`config.mk`:
```
export PLATFORM = sky130hd
export DESIGN_NAME = pbs_seq
export DESIGN_NICKNAME = d
export VERILOG_FILES = /design/src/pbs_pkg.sv /design/src/pbs_trig.sv /design/src/pbs_seq.sv
export SDC_FILE = /design/constraint.sdc
export NUM_CORES = 1
export LEC_CHECK = 0
export BUFFER_PORTS_ARGS = -buffer_cell sky130_fd_sc_hd__clkbuf_2
export CAP_MARGIN = 15
export CORE_MARGIN = 2
export CORE_UTILIZATION = 60
export DETAILED_ROUTE_END_ITERATION = 10
export PLACE_DENSITY_LB_ADDON = 0.3
export RECOVER_POWER = 50
export SLEW_MARGIN = 20
export SYNTH_ARGS = -nofsm -noshare
export SYNTH_HDL_FRONTEND = slang
export SYNTH_SLANG_ARGS = --single-unit
```
`constraint.sdc`:
```
create_clock -name mclk -period 6 [get_ports mclk]
set_clock_uncertainty 0.15 [all_clocks]
set_input_delay 0.3 -clock mclk [delete_from_list [all_inputs] [get_ports mclk]]
set_output_delay 0.3 -clock mclk [all_outputs]
set_load 0.1 [all_outputs]
```
`src/pbs_pkg.sv`:
```
// pbs_pkg: constants, field layout and types of the pattern block sequencer
// assumes a 10 MHz mclk and a word-indexed register port
package pbs_pkg;
	// ------------------------------------------------------------
	// sizes
	// ------------------------------------------------------------
	localparam int NBLK = 8;
	localparam int IW = 3;
	localparam int AW = 5;
	localparam int DW = 32;
	localparam int VAL_W = 16;
	localparam int PSEL_W = 4;
	localparam int SLEN_W = 8;
	localparam int SINT_W = 16;
	localparam int US_W = 4;
	// ------------------------------------------------------------
	// register indices (block i sits at index i)
	// ------------------------------------------------------------
	localparam logic [AW-1:0] A_CTRL = 5'h10;
	localparam logic [AW-1:0] A_SKIP = 5'h11;
	localparam logic [AW-1:0] A_STAT = 5'h12;
	localparam logic [AW-1:0] A_CMD = 5'h13;
	// ------------------------------------------------------------
	// block word fields
	// ------------------------------------------------------------
	localparam int F_VAL = 0;
	localparam int F_TIME = 16;
	localparam int F_BRK = 17;
	localparam int F_GEN = 19;
	localparam int F_SKI = 20;
	localparam int F_SKR = 21;
	localparam int F_PSEL = 22;
	localparam int BLK_W = 26;
	// ------------------------------------------------------------
	// control, skip, status and command fields
	// ------------------------------------------------------------
	localparam int C_RUN = 0;
	localparam int C_LAST = 1;
	localparam int C_USB = 4;
	localparam int C_LFPS = 5;
	localparam int C_W = 6;
	localparam int S_LEN = 0;
	localparam int S_INT = 8;
	localparam int S_W = 24;
	localparam int ST_IDX = 0;
	localparam int ST_RUN = 3;
	localparam int ST_HOLD = 4;
	localparam int ST_DONE = 5;
	localparam int CMD_ADV = 0;
	// ------------------------------------------------------------
	// reset values
	// ------------------------------------------------------------
	localparam logic [BLK_W-1:0] RST_BLK = 26'h0000000;
	localparam logic [C_W-1:0] RST_CTRL = 6'h0e;
	localparam logic [S_W-1:0] RST_SKIP = 24'h000000;
	// ------------------------------------------------------------
	// timing
	// ------------------------------------------------------------
	localparam int CLK_NS = 100;
	localparam int US_NS = 1000;
	localparam int CYC_US_I = (US_NS / CLK_NS) < 1 ? 1 : (US_NS / CLK_NS);
	localparam logic [US_W-1:0] CYC_US = US_W'(CYC_US_I);
	// ------------------------------------------------------------
	// types
	// ------------------------------------------------------------
	typedef enum logic [1:0] {
		BRK_NONE = 2'b00,
		BRK_MAN = 2'b01,
		BRK_EXT = 2'b10
	} pbs_brk_t;
	typedef enum logic [1:0] {
		SQ_IDLE = 2'b00,
		SQ_PLAY = 2'b01,
		SQ_HOLD = 2'b10,
		SQ_DONE = 2'b11
	} pbs_state_t;
endpackage

```
`src/pbs_trig.sv`:
```
// pbs_trig: external break trigger detector
// assumes aux and lfps pins are asynchronous to mclk
`timescale 1ns/1ps
`default_nettype none
module pbs_trig
	import pbs_pkg::*;
(
	// clock and reset
	input wire logic mclk,
	input wire logic rstn,
	// pins
	input wire logic aux_pin,
	input wire logic lfps_pin,
	// selection
	input wire logic usb_sel,
	input wire logic lfps_sel,
	// event
	output logic trig
);
	logic [2:0] aux_r, aux_nxt;
	logic [2:0] lfps_r, lfps_nxt;
	logic trig_r, trig_nxt;

	always_comb begin
		aux_nxt = {aux_r[1:0], aux_pin};
		lfps_nxt = {lfps_r[1:0], lfps_pin};
		// usb selects lfps reception or plain edge
		if (usb_sel && lfps_sel) begin // [RULE_04]
			trig_nxt = lfps_r[1] && !lfps_r[2];
		end else begin
			trig_nxt = aux_r[1] && !aux_r[2];
		end
	end

	always_ff @(posedge mclk) begin
		if (!rstn) begin
			aux_r <= 3'h0;
			lfps_r <= 3'h0;
			trig_r <= 1'b0;
		end else begin
			aux_r <= aux_nxt;
			lfps_r <= lfps_nxt;
			trig_r <= trig_nxt;
		end
	end

	assign trig = trig_r;
endmodule // pbs_trig
`default_nettype wire

```
`src/pbs_seq.sv`:
```
// pbs_seq: pattern block sequencer top
// assumes pat_done and sym_tick come from the pattern engine on mclk
//
// Behaviour
// RULE_01: each block's break setting decides pausing after it and how it resumes.
// RULE_02: manual break holds the block until an operator advance command.
// RULE_03: external break holds the block until the auxiliary trigger fires.
// RULE_04: with usb selected the trigger is lfps reception or an edge.
// RULE_05: software should put electrical idle between blocks of differing bitrate.
// RULE_06: general pattern type is honoured only on the final block.
// RULE_07: each block repeats by count or by duration.
// RULE_08: block value is a count, or microseconds in time mode.
// RULE_09: periodic skip sets follow global length and interval settings.
// RULE_10: skip restart emits a skip set at the start of the next block.
// RULE_11: blocks play in order, advancing on completion when no break holds.
`timescale 1ns/1ps
`default_nettype none
module pbs_seq
	import pbs_pkg::*;
(
	// clock and reset
	input wire logic mclk,
	input wire logic rstn,
	// register port
	input wire logic [AW-1:0] addr,
	input wire logic [DW-1:0] wdata,
	input wire logic wr,
	input wire logic rd,
	output logic [DW-1:0] rdata,
	// pattern engine
	input wire logic pat_done,
	input wire logic sym_tick,
	output logic [IW-1:0] cur_blk,
	output logic [PSEL_W-1:0] pat_sel,
	output logic pat_general,
	output logic playing,
	output logic skip_req,
	output logic [SLEN_W-1:0] skip_len,
	// trigger pins
	input wire logic aux_pin,
	input wire logic lfps_pin
);
	// ------------------------------------------------------------
	// registers
	// ------------------------------------------------------------
	logic [BLK_W-1:0] blk_r [NBLK];
	logic [BLK_W-1:0] blk_nxt [NBLK];
	logic [C_W-1:0] ctrl_r, ctrl_nxt;
	logic [S_W-1:0] skip_r, skip_nxt;
	logic [DW-1:0] rdata_r, rdata_nxt;
	logic adv_cmd;
	logic [IW-1:0] last_idx;

	assign last_idx = ctrl_r[C_LAST +: IW];
	assign adv_cmd = wr && (addr == A_CMD) && wdata[CMD_ADV];

	genvar gi;
	generate
		for (gi = 0; gi < NBLK; gi++) begin : g_blk
			always_comb begin
				blk_nxt[gi] = blk_r[gi];
				if (wr && (addr == AW'(gi))) begin
					blk_nxt[gi] = wdata[BLK_W-1:0];
				end
			end
			always_ff @(posedge mclk) begin
				if (!rstn) begin
					blk_r[gi] <= RST_BLK;
				end else begin
					blk_r[gi] <= blk_nxt[gi];
				end
			end
		end
	endgenerate

	// ------------------------------------------------------------
	// sequencer state
	// ------------------------------------------------------------
	pbs_state_t st_r, st_nxt;
	logic [IW-1:0] idx_r, idx_nxt;
	logic [VAL_W-1:0] rep_r, rep_nxt;
	logic [US_W-1:0] us_r, us_nxt;
	logic [SINT_W-1:0] scnt_r, scnt_nxt;
	logic skip_req_r, skip_req_nxt;
	logic [PSEL_W-1:0] psel_r, psel_nxt;
	logic gen_r, gen_nxt;
	logic trig;
	logic [BLK_W-1:0] cb;
	logic [BLK_W-1:0] nb;
	logic us_tick, unit_evt, blk_end, resume, at_last, step;
	logic [VAL_W-1:0] rep_inc;
	logic [SINT_W-1:0] scnt_inc;
	pbs_brk_t brk;

	pbs_trig u_trig (
		.mclk(mclk),
		.rstn(rstn),
		.aux_pin(aux_pin),
		.lfps_pin(lfps_pin),
		.usb_sel(ctrl_r[C_USB]),
		.lfps_sel(ctrl_r[C_LFPS]),
		.trig(trig)
	);

	assign cb = blk_r[idx_r];
	assign nb = blk_r[IW'(idx_r + 1'b1)];
	assign brk = pbs_brk_t'(cb[F_BRK +: $bits(pbs_brk_t)]);
	assign at_last = (idx_r == last_idx);
	assign us_tick = (us_r == CYC_US - 1'b1);
	assign rep_inc = rep_r + 1'b1;
	assign scnt_inc = scnt_r + 1'b1;
	// unit of repetition: a full pattern or one microsecond
	assign unit_evt = cb[F_TIME] ? us_tick : pat_done; // [RULE_07]
	assign blk_end = unit_evt && (rep_inc >= cb[F_VAL +: VAL_W]); // [RULE_08]
	assign resume = (brk == BRK_MAN) ? adv_cmd : // [RULE_02]
		(brk == BRK_EXT) ? trig : 1'b1; // [RULE_03]

	always_comb begin
		st_nxt = st_r;
		idx_nxt = idx_r;
		rep_nxt = rep_r;
		us_nxt = us_tick ? '0 : US_W'(us_r + 1'b1);
		scnt_nxt = scnt_r;
		skip_req_nxt = 1'b0;
		step = 1'b0;
		case (st_r)
			SQ_IDLE: begin
				us_nxt = '0;
				if (ctrl_r[C_RUN]) begin
					st_nxt = SQ_PLAY;
					idx_nxt = '0;
					rep_nxt = '0;
					scnt_nxt = '0;
				end
			end
			SQ_PLAY: begin
				if (unit_evt) begin
					rep_nxt = rep_inc;
				end
				if (blk_end) begin
					if (brk != BRK_NONE) begin
						st_nxt = SQ_HOLD; // [RULE_01]
					end else begin
						step = 1'b1; // [RULE_11]
					end
				end
			end
			SQ_HOLD: begin
				if (resume) begin
					step = 1'b1;
				end
			end
			SQ_DONE: begin
				us_nxt = '0;
			end
			default: begin
				st_nxt = SQ_IDLE;
			end
		endcase
		if (step) begin
			rep_nxt = '0;
			us_nxt = '0;
			if (at_last) begin
				st_nxt = SQ_DONE;
			end else begin
				st_nxt = SQ_PLAY;
				idx_nxt = IW'(idx_r + 1'b1);
			end
		end
		// periodic skip sets while the block plays
		if ((st_r == SQ_PLAY || st_r == SQ_HOLD) && cb[F_SKI] && sym_tick) begin
			if (scnt_inc >= skip_r[S_INT +: SINT_W]) begin // [RULE_09]
				scnt_nxt = '0;
				skip_req_nxt = 1'b1;
			end else begin
				scnt_nxt = scnt_inc;
			end
		end
		if (step && !at_last && nb[F_SKR]) begin
			scnt_nxt = '0; // [RULE_10]
			skip_req_nxt = 1'b1;
		end
		if (!ctrl_r[C_RUN]) begin
			st_nxt = SQ_IDLE;
			skip_req_nxt = 1'b0;
		end
		psel_nxt = blk_r[idx_nxt][F_PSEL +: PSEL_W];
		// general only counts on the final block
		gen_nxt = blk_r[idx_nxt][F_GEN] && (idx_nxt == last_idx); // [RULE_06]
	end

	always_ff @(posedge mclk) begin
		if (!rstn) begin
			st_r <= SQ_IDLE;
			idx_r <= '0;
			rep_r <= '0;
			us_r <= '0;
			scnt_r <= '0;
			skip_req_r <= 1'b0;
			psel_r <= '0;
			gen_r <= 1'b0;
		end else begin
			st_r <= st_nxt;
			idx_r <= idx_nxt;
			rep_r <= rep_nxt;
			us_r <= us_nxt;
			scnt_r <= scnt_nxt;
			skip_req_r <= skip_req_nxt;
			psel_r <= psel_nxt;
			gen_r <= gen_nxt;
		end
	end

	// ------------------------------------------------------------
	// global registers and read path
	// ------------------------------------------------------------
	always_comb begin
		ctrl_nxt = ctrl_r;
		skip_nxt = skip_r;
		rdata_nxt = '0;
		if (wr && addr == A_CTRL) begin
			ctrl_nxt = wdata[C_W-1:0];
		end
		if (wr && addr == A_SKIP) begin
			skip_nxt = wdata[S_W-1:0];
		end
		if (rd) begin
			if (addr < AW'(NBLK)) begin
				rdata_nxt[BLK_W-1:0] = blk_r[addr[IW-1:0]];
			end else if (addr == A_CTRL) begin
				rdata_nxt[C_W-1:0] = ctrl_r;
			end else if (addr == A_SKIP) begin
				rdata_nxt[S_W-1:0] = skip_r;
			end else if (addr == A_STAT) begin
				rdata_nxt[ST_IDX +: IW] = idx_r;
				rdata_nxt[ST_RUN] = (st_r == SQ_PLAY) || (st_r == SQ_HOLD);
				rdata_nxt[ST_HOLD] = (st_r == SQ_HOLD);
				rdata_nxt[ST_DONE] = (st_r == SQ_DONE);
			end
		end
	end

	always_ff @(posedge mclk) begin
		if (!rstn) begin
			ctrl_r <= RST_CTRL;
			skip_r <= RST_SKIP;
			rdata_r <= '0;
		end else begin
			ctrl_r <= ctrl_nxt;
			skip_r <= skip_nxt;
			rdata_r <= rdata_nxt;
		end
	end

	assign rdata = rdata_r;
	assign cur_blk = idx_r;
	assign pat_sel = psel_r;
	assign pat_general = gen_r;
	assign playing = (st_r == SQ_PLAY) || (st_r == SQ_HOLD);
	assign skip_req = skip_req_r;
	assign skip_len = skip_r[S_LEN +: SLEN_W];
endmodule // pbs_seq
`default_nettype wire

```
==> metrics.txt, run 1 <==
final hold violations=0; Synth Cell Area=16700 um2; Setup crit end=pat_sel[0]; first-pass GRT wire length=67.6 mm; TritonCTS clock tree=yes; latest clock arrival within the worst-skew pair=520 ps; final WL=44.4 mm; CP Max Fanout=23; status=finished with violations; cells on worst reg2reg path=17; Max clock buf depth=3; register area=8450 um2; Seq cells post-synth=318; asr flop ratio synth=0%; WL/cell=24.0 um; PortBufs=82; starting density of the core=60.5%; failing checks=capacitance limit, slew limit; most frequent cells in the layout=208 x edfxtp_1, 133 x and2_1, 108 x dfxtp_1; die height=171 um; Crit. Startpoint=rep_r[3]; H-tree levels=2; largest net degree at the start of global routing=59; CORE AREA=27600 um2; Total GRT Usage=31.1%; Max Slew Vio Count=110; VDD IR max=177 uV; DIE AREA=29200 um2; Final Cycle Share=86.0%; GP Congestion=0.922; vias per cell=6.33; RSZ-0062 raised after global routing=false; Clock Tree Root=clkbuf_16; Net Sw Power=1.16 mW; hold_buf cts=11; hpwl dp=29.0 mm; synth warn=0; placed cells=1780; Layout Cells excl Fill=1851; sequential element share of the synthesized area=50.5%; FP Rows=61; Setup Crit Path Kind=reg2reg; area taken by multi-input logic gates=7750 um2; EDFF count, synth=208; Reg2Reg Launch Point=rep_r[3]; Worst EP arrival=5420 ps; Critical Path RT=6260 ps; Clock transition at path regs=60 ps; DR pass1 iterations=5; clock network fraction of total power=41.7%; share of cells above drive strength 1=16.7%; DRC violations left=0; Setup violations, final=0; Die Width=171 um; CP Capture Type=register; crit path time final=5160 ps; leakage power=6.59 nW; Max-slew headroom=-58.9%; via count=11700; power per standard cell area=266 nW/um2; syn avg cell area=12.1 um2; Reg-to-Reg End=pat_sel[0]; Hold Crit Class=in2reg; sw frac=23.4%; Netlist cell types=63; crit path launch type=register; top_reg_cell synth=edfxtp_1; max-cap viol count=3; Sequential Power Share=49.9%; Int Pwr=3.78 mW; most common cell after layout, fill and taps aside=edfxtp_1; grt ovf=0; vias in the first global route=11600; Post-CTS Resized=0; Ports=95; Setup Buffers After CTS=0; Syn Inst Count=1383; Post-DRT Antenna Nets=0; worst slew pin tran=2380 ps; DR iter-0 viols=1196; Final TNS setup=0 ps; fin util=67.2%; Synth-to-Final Area Change=11.0%; fmax=0.194 GHz; flop2flop setup slack=840 ps; Gate power share=8.5%; filler instances=2018; total CTS buffers=35; Net count, final=1536; Num Clock Sinks=318; antenna violations before repair=1
[power by group through the flow]
stage / clock, mW / sequential (mW) / combinational, mW
after floorplan: 0 / 2.53 / 0.237
after global placement: 0 / 2.50 / 0.403
after CTS: 2.08 / 2.46 / 0.416
after global routing: 2.17 / 2.47 / 0.437
final: 2.06 / 2.47 / 0.419
after detailed placement: 0 / 2.51 / 0.407
[metrics by stage]
stage	cell area (um2)	total power [mW]	worst slack, ps	hold slack, ps
finish	18600	4.94	839	20.3
global route	18600	5.08	422	27.6
CTS	18700	4.96	877	2.49
detailed placement	17500	2.92	891	277
global placement	17500	2.90	988	271
floorplan	16700	2.77	429	228
[worst min-delay path by stage]
stage	startpoint	to	slack, ps	cells after the start
floorplan	addr[3]	rdata[24]	230	1
global placement	u_trig.aux_r[0]	u_trig.aux_r[1]	270	1
detailed placement	u_trig.aux_r[0]	u_trig.aux_r[1]	280	1
CTS	wdata[16]	skip_r[16]	2	3
global route	wdata[24]	blk_r[7][24]	30	2
finish	wdata[24]	blk_r[4][24]	20	2
[registers in the layout (all words and copies together) (netlist names), 4 cells and up]
signal   flops
rdata       26
blk_r      208
ctrl_r       6
scnt_r      16
rep_r       16
skip_r      24
us_r         4
pat_sel      4
[worst max-delay path, cell delays in order (launching register included)]
cell,delay (ps)
dfxtp_1,420
and3_1,230
and3_1,180
nand3_1,160
inv_1,90
nand3_1,200
nor2_1,190
xor2_1,110
ha_1,330
nand4_1,170
or4_1,560
o32ai_1,270
o32a_1,320
a21o_4,270
nand3_2,390
nand2_1,550
a211oi_1,170
o32ai_1,300
[metal layers]
metal / vias to the layer above / routed length [um] / share of wire, % / track usage (%)
li1: 5224 / - / - / -
met1: 5755 / 17000 / 38 / 41.7
met2: 630 / 21300 / 48 / 50.3
met4: 0 / 1260 / 2.8 / 10.9
met3: 107 / 4800 / 11 / 7.08
met5: - / 0 / 0 / 0
[final cells by class]
| type | count | share of cell area, % |
|---|---|---|
| Sequential cell | 318 | 45.5 |
| Inverter | 24 | 0.485 |
| Tap cell | 378 | 2.55 |
| Timing Repair Buffer | 127 | 3.80 |
| Clock buffer | 53 | 5.69 |
| Antenna cell | 1 | 0.0135 |
| Clock inverter | 6 | 0.175 |
| Multi-Input combinational cell | 944 | 41.8 |
[Yosys cell counts (4+ instances only)]
cell	instances	area [um2]
and3_1	32	200
nor2_1	69	259
mux4_2	92	2070
nand4b_1	4	35.0
clkbuf_1	63	236
o32ai_1	8	70.1
nand2b_1	15	93.8
a211oi_1	9	67.6
nor2b_1	9	56.3
nand2_1	97	364
and2_1	224	1400
buf_2	11	55.1
a21o_1	8	60.1
buf_4	14	105
a21boi_0	30	225
nor3_1	6	30.0
edfxtp_1	208	6250
o21ai_0	23	115
mux2_2	28	315
buf_1	12	45.0
dfxtp_1	110	2200
nand4_1	5	31.3
xor2_1	14	123
inv_1	24	90.1
a31oi_1	4	25.0
mux2i_1	36	360
o31ai_1	4	30.0
a21oi_1	28	140
a32o_1	4	40.0
ha_1	41	513
a311oi_1	6	52.6
o21a_1	5	37.5
xnor2_1	18	158
nand3_1	31	155
a22oi_1	41	308
[kinds of logic after synthesis]
family                     count (synthesis)  synth area share, %
buffers and inverters                    126                 3.31
muxes                                    156                 16.4
xor gates and xnor gates                  32                 1.68
adders and majority gates                 41                 3.07
other                                      1               0.0224
DFF                                      318                 50.5
and+or+nand+nor                          511                 16.5
AOI/OAI and AO/OA                        198                 8.43
(Power assumes the default switching activity.)
==> run 2: changes to the inputs <==
- SYNTH_HIERARCHICAL: not set -> 1
==> run 2 against run 1 <==
Against the previous run: the flow still finishes with violations (capacitance limit, slew limit); via count decreased by 4.4%; critical endpoint is now pat_sel[2]; critical path depth unchanged; first-iteration DRC count increased by 14%.
==> metrics.txt, run 2 <==
Setup Buffers After CTS=0 (unchanged); adder-cell share of the synthesized area=3.13% (+0.061 points); Ports=95 (unchanged); flop2flop setup slack=830 ps (about the same); sequential element share of the synthesized area=51.5% (+1.0 points); Sequential Power Share=49.9% (about the same); vias in the first global route=11200 (-3.8%); multiplexer share of the synthesized area=18.8% (+2.3 points); total CTS buffers=34 (-2.9%); VDD IR max=191 uV (+7.6%); slowest CP cell=mux2i_2; Hold Crit Class=in2reg; WL/cell=24.1 um (+0.51%); RSZ-0062 raised after global routing=false; design area=18200 um2 (-2.1%); Net count, final=1475 (-4.0%); Layout Cells excl Fill=1756 (-5.1%); top cell family by delay on the critical path=compound AO/OA/AOI/OAI gates; asr flop ratio synth=0% (unchanged); crit-path max cell delay=610 ps (+50 ps); Post-DRT Antenna Nets=0 (unchanged); Reg-to-Reg End=pat_sel[2]; grt ovf=0 (unchanged); hpwl dp=28.3 mm (-2.6%); vias per cell=6.38 (+0.78%); top_reg_cell synth=edfxtp_1; Setup violations, final=0 (unchanged); DR iter-0 viols=1362 (+14%); GP Congestion=0.866 (-6.0%); XOR/XNOR Fraction of Synth Area=1.76% (+0.087 points); Net Sw Power=1.15 mW (-0.43%); Clock transition at path regs=60 ps (about the same); largest cells by area after synthesis=edfxtp_1 38%, mux4_2 14%, dfxtp_1 13%; Reg2Reg Launch Point=rep_r[0]; Worst EP arrival=5430 ps (about the same); FP Rows=60 (-1.6%); Top reg by flops=blk_r; Critical Path RT=6260 ps (about the same); Synth-to-Final Area Change=10.9%; most frequent cells in the layout=208 x edfxtp_1, 172 x and2_1, 108 x dfxtp_1; sw frac=23.3% (-0.11 points); Setup crit end=pat_sel[2]; final WL=42.3 mm (-4.7%); critical path cell sequence=ha_1 -> nand3_1 -> nor2_1 -> and3_1 -> nand3_1 -> nor2_1 -> xor2_1 -> ha_1 -> a21oi_1 -> nand2_1 -> a221o_1 -> o32a_1 -> a32oi_4 -> mux2i_2 -> buf_4 -> mux4_2 -> a22o_1; CP bufs+invs=1 (unchanged); Die Width=169 um (-0.96%); Crit. Startpoint=rep_r[0]; critical path depth=17 (unchanged); share of cells above drive strength 1=17.6% (+0.90 points); Gate power share=8.3% (-0.2 points); Max Slew Vio Count=114 (+3.6%); Largest register FFs=208 (unchanged); CP Max Fanout=8 (-65%); Num Clock Sinks=318 (unchanged); max-cap viol count=6 (+3); CORE AREA=26900 um2 (-2.7%); cells on worst reg2reg path=17 (unchanged); status=finished with violations; most common cell after layout, fill and taps aside=edfxtp_1; final hold violations=0 (unchanged); Syn Inst Count=1321 (-4.5%); H-tree levels=2 (unchanged); CP Capture Type=register; synth warn=6 (+6); Clock Tree Root=clkbuf_16; placed cells=1684 (-5.4%); top-count cell post-synth=and2_1; largest family of logic cells by synthesized area=multiplexers; Int Pwr=3.79 mW (+0.17%); TritonCTS clock tree=yes; power per standard cell area=272 nW/um2 (+2.2%); via count=11200 (-4.4%); PortBufs=82 (unchanged); die height=169 um (-0.96%); dpl cell area=17100 um2 (-2.2%); clock network fraction of total power=41.8% (about the same); largest net degree at the start of global routing=47 (-20%); syn avg cell area=12.4 um2 (+2.6%); Synth Area in Compound Gates=5.86% (-2.6 points); latest clock arrival within the worst-skew pair=510 ps (about the same); starting density of the core=61.0% (+0.48 points); Netlist cell types=55 (-13%); Hold Path Depth=3 (+1); DRC violations left=0 (unchanged); worst slew pin tran=2360 ps (-26.5 ps); simple-gate share of the synthesized area=15.8% (-0.77 points); crit path time final=5170 ps (+13.8 ps); Synth area leader=edfxtp_1; Final Cycle Share=86.2% (+0.23 points); crit path launch type=register; Total GRT Usage=30.3% (-0.85 points); fmax=0.193 GHz (-0.27%); Max clock buf depth=3 (unchanged); Synth top area share=38.1% (+0.74 points); EDFF count, synth=208 (unchanged); failing checks=capacitance limit, slew limit; Seq cells post-synth=318 (unchanged); Setup Crit Path Kind=reg2reg; Max-slew headroom=-57.1% (+1.8 points); leakage power=6.50 nW (-1.4%); DIE AREA=28700 um2 (-1.9%); Final TNS setup=0 ps (unchanged); first-pass GRT wire length=65.1 mm (-3.6%); Post-synth top cells=219 x and2_1, 208 x edfxtp_1, 110 x dfxtp_1; antenna violations before repair=0 (-1); Synth Cell Area=16400 um2 (-2.0%); DR pass1 iterations=5 (unchanged)
## run 2: cell types whose count changed in the layout (fill, tap and decap cells not counted), moves of 6 or more
cell	before	now
a21oi_1	28	51
and2_1	133	172
and2_0	91	47
mux4_2	92	101
and3_1	32	13
nand2b_1	15	7
a211oi_1	9	1
a21boi_0	30	1
nor2_1	68	83
o21ai_0	23	17
o32ai_1	8	0
## run 2: logic make-up (layout without fill, tap and decap cells)
family | count (synthesis) | after routing
other | 1 | 7
AO/OA/AOI/OAI | 144 | 144
flip-flops | 318 | 318
AND/OR/NAND/NOR | 493 | 493
multiplexers | 174 | 174
buffers and inverters | 117 | 205
adder cells (fa/ha/maj) | 41 | 41
XOR/XNOR | 33 | 33
## run 2: worst min-delay path by stage
| stage | slack [ps] | start | end |
|---|---|---|---|
| after detailed placement | 270 | u_trig/aux_r[0] | u_trig/aux_r[1] |
| after floorplan | 230 | addr[4] | rdata[24] |
| after global routing | 30 | wdata[20] | skip_r[20] |
| after global placement | 270 | u_trig/aux_r[0] | u_trig/aux_r[1] |
| final | 20 | wdata[6] | skip_r[6] |
| after CTS | 2 | wdata[6] | skip_r[6] |
## run 2: power groups by stage
stage / clock, mW / combinational [mW] / sequential (mW)
5_1_grt: 2.17 / 0.427 / 2.48
6_report: 2.07 / 0.408 / 2.47
4_1_cts: 2.08 / 0.408 / 2.47
3_5_place_dp: 0 / 0.400 / 2.51
2_1_floorplan: 0 / 0.233 / 2.53
3_3_place_gp: 0 / 0.395 / 2.50
## run 2: final cells by class
type / count / area [um2]
flip-flops and latches: 318 / 8450
repair buffers: 121 / 652
fillers: 1926 / 8700
diodes: 1 / 2.50
multi-input cells: 891 / 7460
clock buffers: 51 / 1020
well taps: 341 / 427
inverters: 23 / 86.3
clock inverters: 10 / 82.6
## run 2: timing repair
| item | 4_1_cts | 5_1_grt |
|---|---|---|
| hold buffers | 10 | 0 |
| endpoints found under the hold margin | 9 | 0 |
| gates resized for setup | 0 | 0 |
## run 2: metrics by stage
step / util, % / hold WS [ps] / worst slack (ps) / total power, mW
finish: 67.6 / 16.1 / 825 / 4.94
CTS: 68.1 / 1.76 / 840 / 4.95
detailed placement: 63.7 / 271 / 854 / 2.91
floorplan: - / 228 / 222 / 2.77
global placement: 63.7 / 273 / 878 / 2.90
global route: 67.6 / 27.8 / 400 / 5.07
## run 2: layer usage
metal	vias to the layer above	GRT usage (%)	wire, um
met2	571	48.1	20100
met1	5583	42.8	16900
li1	4963	-	-
met4	0	9.36	1070
met3	84	5.76	4210
met5	-	0	0
## run 2: worst register-to-register path: stages, from the launching register on
cell	delay, ps
dfxtp_1	450
ha_1	300
nand3_1	140
nor2_1	180
and3_1	210
nand3_1	160
nor2_1	170
xor2_1	210
ha_1	290
a21oi_1	150
nand2_1	70
a221o_1	360
o32a_1	430
a32oi_4	360
mux2i_2	610
buf_4	290
mux4_2	310
a22o_1	230
